$ cat src/shared/tsc_params.svh
// constants for the tear sync and scan order control block
`ifndef TSC_PARAMS_SVH
`define TSC_PARAMS_SVH
`define TSC_CMD_PARTIAL_ON   8'h12
`define TSC_CMD_NORMAL_ON    8'h13
`define TSC_CMD_SOFT_RESET   8'h01
`define TSC_CMD_TEAR_OFF     8'h34
`define TSC_CMD_TEAR_ON      8'h35
`define TSC_CMD_SCAN_CTRL    8'h36
`define TSC_CMD_SCROLL_START 8'h37
`define TSC_SCAN_RESET       8'h00
`define TSC_SCAN_USED_MASK   8'hFC
`define TSC_BIT_ROW_ORDER    7
`define TSC_BIT_COL_ORDER    6
`define TSC_BIT_ROW_COL_SWAP 5
`define TSC_BIT_VREFRESH_DIR 4
`define TSC_BIT_COLOR_ORDER  3
`define TSC_BIT_HREFRESH_DIR 2
`define TSC_BIT_TEAR_MODE    0
`endif

$ cat src/shared/tsc_pkg.sv
// types for the tear sync and scan order control block
package tsc_pkg;
    typedef enum logic [2:0] {
        TSC_IDLE      = 3'b001,
        TSC_TEAR_PARM = 3'b010,
        TSC_SCAN_PARM = 3'b100
    } tsc_state_t;
endpackage

$ cat src/rtl/tsc_sync2.sv
// two-flop synchroniser for pin inputs
`timescale 1ns/1ps
module tsc_sync2 #(
    parameter int WIDTH = 1,
    parameter logic [WIDTH-1:0] INIT = '0
) (
    input  wire logic             core_clk,
    input  wire logic             reset,
    input  wire logic [WIDTH-1:0] asyncIn,
    output logic      [WIDTH-1:0] syncOut
);
    logic [WIDTH-1:0] meta_r;

    // first stage feeds only the second
    always_ff @(posedge core_clk) begin
        if (reset) begin
            meta_r  <= INIT;
            syncOut <= INIT;
        end else begin
            meta_r  <= asyncIn;
            syncOut <= meta_r;
        end
    end
endmodule

$ cat src/rtl/tsc_edge_rise.sv
// rising edge detector on a synchronised level
`timescale 1ns/1ps
module tsc_edge_rise (
    input  wire logic core_clk,
    input  wire logic reset,
    input  wire logic level,
    output logic      risePulse
);
    logic prev_r;

    // reset value high so a strobe idling high gives no false edge
    always_ff @(posedge core_clk) begin
        if (reset) begin
            prev_r <= 1'b1;
        end else begin
            prev_r <= level;
        end
    end
    assign risePulse = level & ~prev_r;
endmodule

$ cat src/rtl/tear_sync_and_scan_order_control.sv
// command interpreter for tear sync output and memory scan control
`timescale 1ns/1ps
`include "tsc_params.svh"
module tear_sync_and_scan_order_control (
    input  wire logic       core_clk,
    input  wire logic       reset,
    input  wire logic       cmdDataSelect,
    input  wire logic       readStrobe_n,
    input  wire logic       writeStrobe_n,
    input  wire logic [7:0] dataBus,
    input  wire logic       sleepIn,
    input  wire logic       vBlank,
    input  wire logic       hBlank,
    output logic            tearSyncOutput,
    output logic            tearSyncEnabled,
    output logic            tearLineMode,
    output logic [7:0]      memoryScanControl,
    output logic            rowOrderBit,
    output logic            columnOrderBit,
    output logic            rowColumnSwapBit,
    output logic            verticalRefreshDirBit,
    output logic            colorFilterOrderBit,
    output logic            horizontalRefreshDirBit,
    output logic            topAreaFromBottom,
    output logic            scrollModeActive,
    output logic            softResetSeen
);
    // all block state in one record
    typedef struct packed {
        tsc_pkg::tsc_state_t state;
        logic                tear_sync_on_cmd;
        logic                teMode;
        logic [7:0]          scan;
        logic                scroll;
        logic                teOut;
        logic                swReset;
    } tsc_regs_t;

    tsc_regs_t regs_r;
    tsc_regs_t regs_nxt;

    logic [2:0]  ctlSync;
    logic [2:0]  lvlSync;
    logic        wrRise;
    logic        isCmd;
    logic        rdHigh;
    logic [7:0]  busByte;
    logic        vBlankS;
    logic        hBlankS;
    logic        sleepS;

    // select and strobes; strobe flops start high so no false edge follows reset
    tsc_sync2 #(
        .WIDTH (3),
        .INIT  (3'h3)
    ) u_syncCtl (
        .core_clk (core_clk),
        .reset    (reset),
        .asyncIn  ({cmdDataSelect, readStrobe_n, writeStrobe_n}),
        .syncOut  (ctlSync)
    );

    // power state and blanking levels
    tsc_sync2 #(
        .WIDTH (3),
        .INIT  (3'h0)
    ) u_syncLvl (
        .core_clk (core_clk),
        .reset    (reset),
        .asyncIn  ({sleepIn, vBlank, hBlank}),
        .syncOut  (lvlSync)
    );

    // data byte; same depth as the strobe so byte and edge line up
    tsc_sync2 #(
        .WIDTH (8),
        .INIT  (8'h00)
    ) u_syncData (
        .core_clk (core_clk),
        .reset    (reset),
        .asyncIn  (dataBus),
        .syncOut  (busByte)
    );

    // unpack synchronised pins; host holds data well past the strobe edge
    assign isCmd   = ~ctlSync[2];
    assign rdHigh  = ctlSync[1];
    assign sleepS  = lvlSync[2];
    assign vBlankS = lvlSync[1];
    assign hBlankS = lvlSync[0];

    // byte latched on rising write strobe with read high
    tsc_edge_rise u_wr (
        .core_clk  (core_clk),
        .reset     (reset),
        .level     (ctlSync[0]),
        .risePulse (wrRise)
    );

    // command decode shared by the state machine
    function automatic logic isScrollExit(input logic [7:0] code);
        isScrollExit = (code == `TSC_CMD_NORMAL_ON) || (code == `TSC_CMD_PARTIAL_ON);
    endfunction

    // next-state logic; no power-state gating of commands on purpose, sleep gates only the tear output
    always_comb begin
        logic strobe;
        strobe   = 1'b0;
        regs_nxt = regs_r;
        regs_nxt.swReset = 1'b0;
        strobe = wrRise & rdHigh;
        if (strobe && isCmd) begin
            regs_nxt.state = tsc_pkg::TSC_IDLE;
            case (busByte)
                `TSC_CMD_TEAR_OFF: begin
                    regs_nxt.tear_sync_on_cmd = 1'b0;
                end
                `TSC_CMD_TEAR_ON: begin
                    regs_nxt.tear_sync_on_cmd  = 1'b1;
                    regs_nxt.state = tsc_pkg::TSC_TEAR_PARM;
                end
                `TSC_CMD_SCAN_CTRL: begin
                    regs_nxt.state = tsc_pkg::TSC_SCAN_PARM;
                end
                `TSC_CMD_SCROLL_START: begin
                    regs_nxt.scroll = 1'b1;
                end
                `TSC_CMD_SOFT_RESET: begin
                    regs_nxt.tear_sync_on_cmd    = 1'b0;
                    regs_nxt.teMode  = 1'b0;
                    regs_nxt.scan    = `TSC_SCAN_RESET;
                    regs_nxt.scroll  = 1'b0;
                    regs_nxt.swReset = 1'b1;
                end
                default: begin
                    if (isScrollExit(busByte)) begin
                        regs_nxt.scroll = 1'b0;
                    end
                end
            endcase
        end else if (strobe) begin
            case (regs_r.state)
                tsc_pkg::TSC_TEAR_PARM: begin
                    regs_nxt.teMode = busByte[`TSC_BIT_TEAR_MODE];
                    regs_nxt.state  = tsc_pkg::TSC_IDLE;
                end
                tsc_pkg::TSC_SCAN_PARM: begin
                    // only scan byte and state change here
                    regs_nxt.scan  = busByte & `TSC_SCAN_USED_MASK;
                    regs_nxt.state = tsc_pkg::TSC_IDLE;
                end
                tsc_pkg::TSC_IDLE: begin
                    regs_nxt.state = tsc_pkg::TSC_IDLE;
                end
                default: begin
                    regs_nxt.state = tsc_pkg::TSC_IDLE;
                end
            endcase
        end
        // tear output: blanking is high; scan bits never enter here
        if (!regs_r.tear_sync_on_cmd) begin
            regs_nxt.teOut = 1'b0;
        end else if (sleepS) begin
            regs_nxt.teOut = 1'b0;
        end else if (regs_r.teMode) begin
            regs_nxt.teOut = vBlankS | hBlankS;
        end else begin
            regs_nxt.teOut = vBlankS;
        end
    end

    // single state register
    always_ff @(posedge core_clk) begin
        if (reset) begin
            regs_r <= '{state: tsc_pkg::TSC_IDLE, tear_sync_on_cmd: 1'b0, teMode: 1'b0,
                        scan: `TSC_SCAN_RESET, scroll: 1'b0, teOut: 1'b0, swReset: 1'b0};
        end else begin
            regs_r <= regs_nxt;
        end
    end

    // outputs straight from the state flops
    assign tearSyncOutput          = regs_r.teOut;
    assign tearSyncEnabled         = regs_r.tear_sync_on_cmd;
    assign tearLineMode            = regs_r.teMode;
    assign memoryScanControl       = regs_r.scan;
    assign rowOrderBit             = regs_r.scan[`TSC_BIT_ROW_ORDER];
    assign columnOrderBit          = regs_r.scan[`TSC_BIT_COL_ORDER];
    assign rowColumnSwapBit        = regs_r.scan[`TSC_BIT_ROW_COL_SWAP];
    assign verticalRefreshDirBit   = regs_r.scan[`TSC_BIT_VREFRESH_DIR];
    assign colorFilterOrderBit     = regs_r.scan[`TSC_BIT_COLOR_ORDER];
    assign horizontalRefreshDirBit = regs_r.scan[`TSC_BIT_HREFRESH_DIR];
    assign topAreaFromBottom       = regs_r.scan[`TSC_BIT_VREFRESH_DIR];
    assign scrollModeActive        = regs_r.scroll;
    assign softResetSeen           = regs_r.swReset;
endmodule

$ cat config.mk
export PLATFORM = sky130hd
export DESIGN_NAME = tear_sync_and_scan_order_control
export DESIGN_NICKNAME = d
export VERILOG_FILES = /design/src/shared/tsc_pkg.sv /design/src/rtl/tsc_sync2.sv /design/src/rtl/tsc_edge_rise.sv /design/src/rtl/tear_sync_and_scan_order_control.sv
export VERILOG_INCLUDE_DIRS = /design/src /design/src/shared
export SDC_FILE = /design/constraint.sdc
export NUM_CORES = 1
export LEC_CHECK = 0
export BUFFER_PORTS_ARGS = -buffer_cell sky130_fd_sc_hd__buf_2
export CAP_MARGIN = 20
export CORE_MARGIN = 10
export CORE_UTILIZATION = 30
export CTS_CLUSTER_DIAMETER = 120
export CTS_CLUSTER_SIZE = 14
export DETAILED_ROUTE_END_ITERATION = 12
export PLACE_DENSITY_LB_ADDON = 0.25
export SYNTH_ARGS = -nofsm -noshare
export SYNTH_HDL_FRONTEND = slang
export SYNTH_SLANG_ARGS = --single-unit
$ cat constraint.sdc
create_clock -name core_clk -period 2.7 [get_ports core_clk]
set_clock_uncertainty 0.15 [all_clocks]
set_input_delay 0.135 -clock core_clk [delete_from_list [all_inputs] [get_ports core_clk]]
set_output_delay 0.135 -clock core_clk [all_outputs]
set_load 0.02 [all_outputs]
==> results_dict.tcl, run 1 <==
set metrics [dict create \
    core_area_sq_mm 0.004786 \
    viasPerCell 3.939 \
    antenna_found_initial 0 \
    numClockSinks 43 \
    synthCells 135 \
    cts-htree-levels 2 \
    synth_area_sq_mm 0.001499 \
    synth_compound_gate_area_share_pct 8.681 \
    grt_overflow_total 0 \
    synthXorXnorAreaFrac_pct 0.5843 \
    worstHoldPathType "primary input to flip-flop" \
    die_h_um 90.69 \
    ys_top_cells_by_count "dfxtp_1, nor2b_1, buf_4, a22o_1" \
    p_comb_share_pct 5.5 \
    seq_area_frac_synth_pct 57.43 \
    yosysWarnings 0 \
    drv_slew 0 \
    wl_per_cell_um 11.33 \
    rows 25 \
    start_kind "flip-flop" \
    finalNonFillerCells 245 \
    clk_pin_slew_ps 80 \
    syn_area_per_cell_sq_um 11.10 \
    gp_congestion 0.7203 \
    floorplan.initialDensity_pct 31.32 \
    syn_to_final_growth_pct 27.63 \
    synth_edf_count 0 \
    hold_viol 0 \
    drt_iter0_drc 36 \
    status "finished clean" \
    root_buffer "clkbuf_8" \
    synth_top_family_by_area "simple AND/OR/NAND/NOR gates" \
    chipWidth_um 90.69 \
    arrival_ps 1980 \
    total_leakage_power_nw 0.8008 \
    hpwl_um 2042 \
    clockBufferDepth 2 \
    placed_cells 223 \
    synth_cell_type_count 34 \
    ant_nets 0 \
    yosys.cell_count.top_type "dfxtp_1" \
    seq_power_share_pct 56.6 \
    cellPowerDensity_mw_per_mm2 611.9 \
    max_freq_mhz 515.1 \
    grt_pass1_wl_um 4526 \
    ys_ff_latch 43 \
    switchingPower_w 0.0002462 \
    internal_power_w 0.0009244 \
    num-nets-final 193 \
    cts_tree "done" \
    synth_top_area_share_pct 57.43 \
    drive_gt1_share_pct 30.90 \
    synthTopCellsByArea "dfxtp_1, nor2b_1, buf_4" \
    cts_resized 0 \
    first_pass_iters 4 \
    period_needed_ps 1941 \
    num_vias 965 \
    muxShareOfSynthArea_pct 1.419 \
    grtUsageTotal_pct 6.803 \
    crit_fanout 8 \
    fin_crit_sh_pct 71.90 \
    synth-simple-area-share_pct 24.37 \
    synth_fa_ha_area_share_pct 0 \
    ys_async_sr_fraction_pct 0 \
    io_buffers 33 \
    rsz0062_at_grt "no" \
    setup_tns_ps 0 \
    drc_errors 0 \
    setup_violations 0 \
    endpoint_kind "flip-flop" \
    antenna_cells 0 \
    ys.flop_type "dfxtp_1" \
    ios 36 \
    grt_pass1_vias 1015 \
    peakVddDrop_uv 360.4 \
    routed_wl_um 2775 \
    criticalPathCategory "flip-flop to flip-flop" \
    netlist.top_cell.by_area "dfxtp_1" \
    dieArea_sq_mm 0.008224 \
    clkPwrFrac_pct 37.8 \
    maxCapViolations 0 \
    cts_buffers 5 \
    grt_max_degree 35 \
    insertion_delay_ps 290 \
    crit_required_ps 2740 \
    switching_share_pct 21.03 \
    post-cts-setup-buffer-count 0 \
]
-- cells by family (layout without fill, tap and decap cells) --
group	after synthesis	after routing
AND/OR/NAND/NOR	55	55
multiplexers	2	2
flip-flops	43	43
XOR/XNOR	1	1
other	1	2
buffers and inverters	19	61
AO/OA/AOI/OAI	14	14
-- routing by layer --
| layer | wire [um] | part of all wire (%) | up-vias | global-route usage (%) |
|---|---|---|---|---|
| met1 | 1294 | 47 | 411 | 7.567 |
| li1 | - | - | 520 | - |
| met3 | 203 | 7.3 | 5 | 3.408 |
| met5 | 0 | 0 | - | 0 |
| met4 | 50 | 1.8 | 0 | 3.581 |
| met2 | 1226 | 44 | 29 | 10.40 |
-- flip-flops by register name, indices dropped and copies added, names as in the netlist --
signal,flops
u_syncCtl.syncOut,3
u_syncLvl.syncOut,3
memoryScanControl,6
regs_r,3
u_syncData.meta_r,8
tearSyncOutput,1
u_syncCtl.meta_r,3
softResetSeen,1
scrollModeActive,1
tearLineMode,1
u_syncLvl.meta_r,3
tearSyncEnabled,1
u_wr.prev_r,1
u_syncData.syncOut,8
-- power by group through the flow --
| stage | Sequential [W] | Clock, W | Combinational [W] |
|---|---|---|---|
| finish | 0.000663 | 0.000443 | 0.0000648 |
| global route | 0.000665 | 0.000477 | 0.0000725 |
| CTS | 0.000663 | 0.000456 | 0.0000653 |
| detailed placement | 0.000678 | 0 | 0.0000500 |
| global placement | 0.000677 | 0 | 0.0000483 |
| floorplan | 0.000674 | 0 | 0.0000372 |
-- layout make-up --
cell class,count,area (sq um)
clock buffers,7,96.34
clock inverters,1,7.507
fillers,473,2873
inverters,5,18.77
multi-input cells,74,533.0
flip-flops and latches,43,860.8
well taps,67,83.83
repair buffers,48,312.8
-- layout by cell type (no fill, tap or decap), types with 2 or more instances in the layout --
master	n
clkbuf_8	7
a21oi_1	2
conb_1	2
nor4_1	2
dlygate4sd3_1	14
nand3b_1	2
nand2b_1	2
buf_2	33
inv_1	5
dfxtp_1	43
or2_2	5
a22o_1	6
nand2_1	3
nor2_1	5
nor4b_1	2
nor2b_1	24
-- metrics by stage --
step	total power [W]	utilization (%)	cell area [sq um]	hold WS (ps)	setup slack (ps)
2_1_floorplan	0.0007117	-	1503	56.61	917.7
3_3_place_gp	0.0007257	34.88	1669	168.5	832.0
3_5_place_dp	0.0007283	34.88	1669	175.1	753.9
4_1_cts	0.001185	39.97	1913	63.37	747.5
5_1_grt	0.001215	39.97	1913	94.39	643.6
6_report	0.001171	39.97	1913	71.26	758.8
-- critical path, cell delays in order, from the launching register on --
cell     delay, ps
dfxtp_1        450
or4b_4         520
o41ai_4        340
nor2_2         140
a22o_1         250
-- worst paths after layout --
check                                      startpoint              endpoint  slack, ps  cells past startpoint
worst max register to register  u_syncData.syncOut[0]  memoryScanControl[3]        760                      4
worst min register to register   u_syncLvl.syncOut[2]        tearSyncOutput        260                      1
worst min-delay path                            reset       tearSyncEnabled         70                      4
worst max-delay path            u_syncData.syncOut[0]  memoryScanControl[3]        760                      4
-- repair_timing --
action / CTS / global route
setup endpoints to repair: 0 / 0
hold buffers: 14 / 0
endpoints found under the hold margin: 14 / 0
(Power assumes the default switching activity.)
==> run 2, diff against run 1 <==
- clock period: 2.7 -> 1.7 ns (I/O delays scaled with it)
==> run 2 against run 1 <==
  * The flow now finishes with violations (negative setup slack)
  * Sequential cell count unchanged
  * Sequential share of layout area decreased by 2.4 points
  * Wire length increased by 3.4%
  * Critical path depth increased by 1
  * Total power increased by 69%
  * Register-to-register slack got worse by 870 ps
  * Hold slack improved by 53 ps
  * Core utilization increased by 2.5 points
==> results_dict.tcl, run 2 (synthesized netlist as in run 1, its figures left out) <==
set metrics [dict create \
    clkPwrFrac_pct 40.8 \
    viasPerCell 4.106 \
    crit_fanout 4 \
    cpMaxStageDelayCell "or4b_4" \
    worstHoldPathType "primary input to flip-flop" \
    drt_iter0_drc 56 \
    dpl-instance-area_sq_mm 0.001723 \
    ios 36 \
    violations "negative setup slack" \
    cp_num_buf_inv 1 \
    regArea_sq_um 865.8 \
    placed_cells 229 \
    num-nets-final 202 \
    peakVddDrop_uv 591.8 \
    cp-endpoint "tearLineMode" \
    rsz0062_at_grt "yes" \
    total_leakage_power_nw 0.8769 \
    finalPower_w 0.001983 \
    dieArea_sq_mm 0.008224 \
    clk_pin_slew_ps 80 \
    drc_errors 0 \
    ant_nets 0 \
    cts_buffers 5 \
    grtUsageTotal_pct 7.352 \
    grt_max_degree 35 \
    internal_power_w 0.001589 \
    routed_wl_um 2870 \
    start_kind "flip-flop" \
    cts_tree "done" \
    setup_tns_ps -798.1 \
    cp_cell_sequence "or4b_4 -> o41ai_4 -> buf_4 -> nor2_2 -> mux2_4" \
    reg2reg_slack_ps -110 \
    crit_required_ps 1740 \
    slowest_delay_ps 550 \
    gp_congestion 0.7438 \
    arrival_ps 1850 \
    antenna_cells 0 \
    place_ws_ps -205.3 \
    worst_r2r_endpoint "tearLineMode" \
    seq_power_share_pct 52.9 \
    r2r_start "u_syncData.syncOut[5]" \
    rows 25 \
    layout_common_cells "dfxtp_1, buf_2, nor2b_1" \
    final.setup.worst_slack_ps -109.2 \
    antenna_found_initial 0 \
    fill_cells 460 \
    maxCapViolations 0 \
    final_area_sq_mm 0.002034 \
    chipWidth_um 90.69 \
    critPathTopFamily "simple AND/OR/NAND/NOR gates" \
    setup_violations 9 \
    root_buffer "clkbuf_8" \
    final_common_cell "dfxtp_1" \
    switchingPower_w 0.0003942 \
    period_needed_ps 1809 \
    endpoint_kind "flip-flop" \
    grt_pass1_vias 1100 \
    r2r_cells 5 \
    multiInputGateArea_sq_um 564.3 \
    hold_viol 0 \
    grt_pass1_wl_um 4926 \
    cellPowerDensity_mw_per_mm2 974.7 \
    setup.worst_path.start "u_syncData.syncOut[5]" \
    numClockSinks 43 \
    fin_crit_sh_pct 106.4 \
    switching_share_pct 19.88 \
    wl_per_cell_um 11.30 \
    first_pass_iters 4 \
    num_vias 1043 \
    criticalPathCategory "flip-flop to flip-flop" \
    finalNonFillerCells 254 \
    cts-htree-levels 2 \
    hpwl_um 2068 \
    grt_overflow_total 0 \
    core_area_sq_mm 0.004786 \
    io_buffers 33 \
    clockBufferDepth 2 \
    die_h_um 90.69 \
    max_freq_mhz 552.7 \
    drv_slew 0 \
    insertion_delay_ps 290 \
    floorplan.initialDensity_pct 31.32 \
    critical_path_depth 5 \
    syn_to_final_growth_pct 35.73 \
    status "finished, violations left" \
    p_comb_share_pct 6.4 \
    drive_gt1_share_pct 37.97 \
]
run 2: power by group through the flow:
stage | Sequential [W] | Clock, W | Combinational (W)
detailed placement | 0.00107 | 0 | 0.0000920
floorplan | 0.00107 | 0 | 0.0000599
global placement | 0.00107 | 0 | 0.0000897
global route | 0.00105 | 0.000880 | 0.000139
finish | 0.00105 | 0.000808 | 0.000126
CTS | 0.00105 | 0.000834 | 0.000124
run 2: repair_timing:
action	4_1_cts	5_1_grt
setup buffers	3	0
pin swaps	8	2
resized for setup	3	6
hold endpoints to repair	14	0
hold buffers	14	0
endpoints found under the setup margin	10	11
run 2: area by class of cell:
cell class	instances	share of cell area, %
Clock buffer	6	4.059
Clock inverter	2	1.722
Inverter	5	0.9225
Multi-Input combinational cell	74	27.74
Sequential cell	43	42.56
Tap cell	67	4.121
Timing Repair Buffer	57	18.88
run 2: worst min-delay path by stage:
| stage | startpoint | endpoint | depth (start not counted) |
|---|---|---|---|
| 6_report | reset | regs_r[14] | 3 |
| 3_3_place_gp | readStrobe_n | u_syncCtl.meta_r[1] | 2 |
| 3_5_place_dp | writeStrobe_n | u_syncCtl.meta_r[0] | 2 |
| 4_1_cts | reset | scrollModeActive | 3 |
| 5_1_grt | reset | scrollModeActive | 3 |
| 2_1_floorplan | reset | u_syncCtl.syncOut[2] | 1 |
run 2: worst register-to-register path: cells and delay by family, from the launching register on:
family,cells,cell delay (ps)
AND/OR/NAND/NOR,2,590
flip-flops,1,320
multiplexers,1,250
AO/OA/AOI/OAI,1,200
buffers and inverters,1,190
run 2: layer usage:
layer,track usage [%],wire length [um]
met1,7.482,1231
met2,11.66,1301
met3,4.406,279
met4,3.714,57
met5,0,0
run 2: metrics by stage:
step	utilization, %	hold WS (ps)
after floorplan	-	6.611
after CTS	42.12	117.1
after detailed placement	36.00	124.8
after global placement	36.00	117.8
after global routing	42.51	140.3
final	42.51	124.7
==> run 3, diff against run 2 <==
- GPL_ROUTABILITY_DRIVEN: unset -> 0
- TNS_END_PERCENT: unset -> 20
==> run 3 against run 2 <==
  * The run still ends with negative setup slack left
  * Final area rose by 0.49%
  * Clock power fell by 2%
  * Critical path depth did not move
  * Die area did not move
  * Setup slack got worse by 47 ps
  * Non-clock buffer count rose by 4
  * Critical endpoint unchanged
  * Largest cell class unchanged
==> results_dict.tcl, run 3 (synthesized netlist as in run 1, its figures left out) <==
set metrics [dict create \
    cellPowerDensity_mw_per_mm2 964.0 \
    routed_wl_um 2912 \
    first_pass_iters 4 \
    grt_pass1_vias 1146 \
    core_area_sq_mm 0.004786 \
    layout_common_cells "dfxtp_1, buf_2, nor2b_1" \
    rsz0062_at_grt "yes" \
    grt_max_degree 18 \
    setup_tns_ps -699.5 \
    drv_slew 0 \
    status "finished, violations left" \
    violations "negative setup slack" \
    hpwl_um 2153 \
    r2r_start "u_syncData.syncOut[5]" \
    ant_nets 0 \
    period_needed_ps 1856 \
    wl_per_cell_um 11.29 \
    grt_pass1_wl_um 4954 \
    floorplan.initialDensity_pct 31.32 \
    cts-htree-levels 2 \
    final.setup.worst_slack_ps -156.2 \
    syn_to_final_growth_pct 36.39 \
    drc_errors 0 \
    dieArea_sq_mm 0.008224 \
    num-nets-final 206 \
    rows 25 \
    endpoint_kind "flip-flop" \
    clockBufferDepth 2 \
    numClockSinks 43 \
    num_vias 1066 \
    fill_cells 472 \
    cts_tree "done" \
    worstHoldPathType "primary input to flip-flop" \
    root_buffer "clkbuf_8" \
    post-route-util_pct 42.72 \
    setup_violations 9 \
    grt_overflow_total 0 \
    viasPerCell 4.132 \
    crit_required_ps 1740 \
    holdWs_ps 70.76 \
    criticalPathCategory "flip-flop to flip-flop" \
    max_freq_mhz 538.7 \
    total_leakage_power_nw 0.8938 \
    start_kind "flip-flop" \
    grtUsageTotal_pct 7.300 \
    final_common_cell "dfxtp_1" \
    insertion_delay_ps 290 \
    io_buffers 33 \
    chipWidth_um 90.69 \
    die_h_um 90.69 \
    drive_gt1_share_pct 36.65 \
    min_from "reset" \
    cts_buffers 5 \
    setup.worst_path.start "u_syncData.syncOut[5]" \
    crit_fanout 3 \
    hold_viol 0 \
    arrival_ps 1890 \
    maxCapViolations 0 \
    antenna_found_initial 0 \
    clk_pin_slew_ps 80 \
    peakVddDrop_uv 565.7 \
    finalPower_w 0.001971 \
    fin_crit_sh_pct 109.2 \
    antenna_cells 0 \
    drt_iter0_drc 46 \
    ios 36 \
]
## run 3: cell types whose count changed in the layout (fill, tap and decap cells not counted), sizes merged
cell	before	now
buf	43	47
## run 3: path summary, 6_finish.rpt
| check | endpoint | slack, ps | cells after the start |
|---|---|---|---|
| worst max-delay path | tearLineMode | -160 | 5 |
| worst max register to register | tearLineMode | -160 | 5 |
| worst min register to register | tearSyncOutput | 260 | 1 |
| worst min-delay path | u_syncData.syncOut[5] | 70 | 3 |
## run 3: what timing repair did
action | in CTS | in global routing
hold endpoints to repair | 14 | 0
hold buffers | 14 | 0
resized for setup | 2 | 2
pin swaps | 2 | 1
setup endpoints to repair | 10 | 9
buffers inserted | 2 | 0
## run 3: area by class of cell
class | instances | area, sq um | share of cell area [%]
sequential | 43 | 860.8 | 42.11
multi-input combinational | 74 | 553.0 | 27.05
timing repair buffer | 61 | 410.4 | 20.07
tap | 67 | 83.83 | 4.100
clock buffer | 6 | 82.58 | 4.039
clock inverter | 2 | 35.03 | 1.714
inverter | 5 | 18.77 | 0.9180
## run 3: power breakdown
group	switching (W)	internal, W	leakage, nW
Sequential	0.0000103	0.00104	0.353
Clock	0.000317	0.000475	0.0612
Combinational	0.0000524	0.0000782	0.480
Total	0.000380	0.00159	0.894
## run 3: metrics by stage
stage               instances  setup WS [ps]  cell area [sq um]
global placement          234         -138.5               1752
CTS                       258         -221.4               2034
global route              258         -229.2               2044
detailed placement        234         -212.7               1752
floorplan                 136         -82.26               1503
finish                    258         -156.2               2044
## run 3: worst max-delay path, stage by stage, from the launching register on
cell     delay [ps]
dfxtp_1         310
or4b_4          550
o41ai_4         270
buf_4           180
nor2_1           40
mux2_2          250
## run 3: metal layers
| metal | vias up | part of all wire, % | global-route usage (%) | wire [um] |
|---|---|---|---|---|
| met5 | - | 0 | 0 | 0 |
| li1 | 550 | - | - | - |
| met3 | 8 | 6.2 | 2.993 | 181 |
| met1 | 479 | 45 | 7.814 | 1301 |
| met4 | 0 | 2.5 | 4.244 | 74 |
| met2 | 29 | 47 | 11.84 | 1355 |
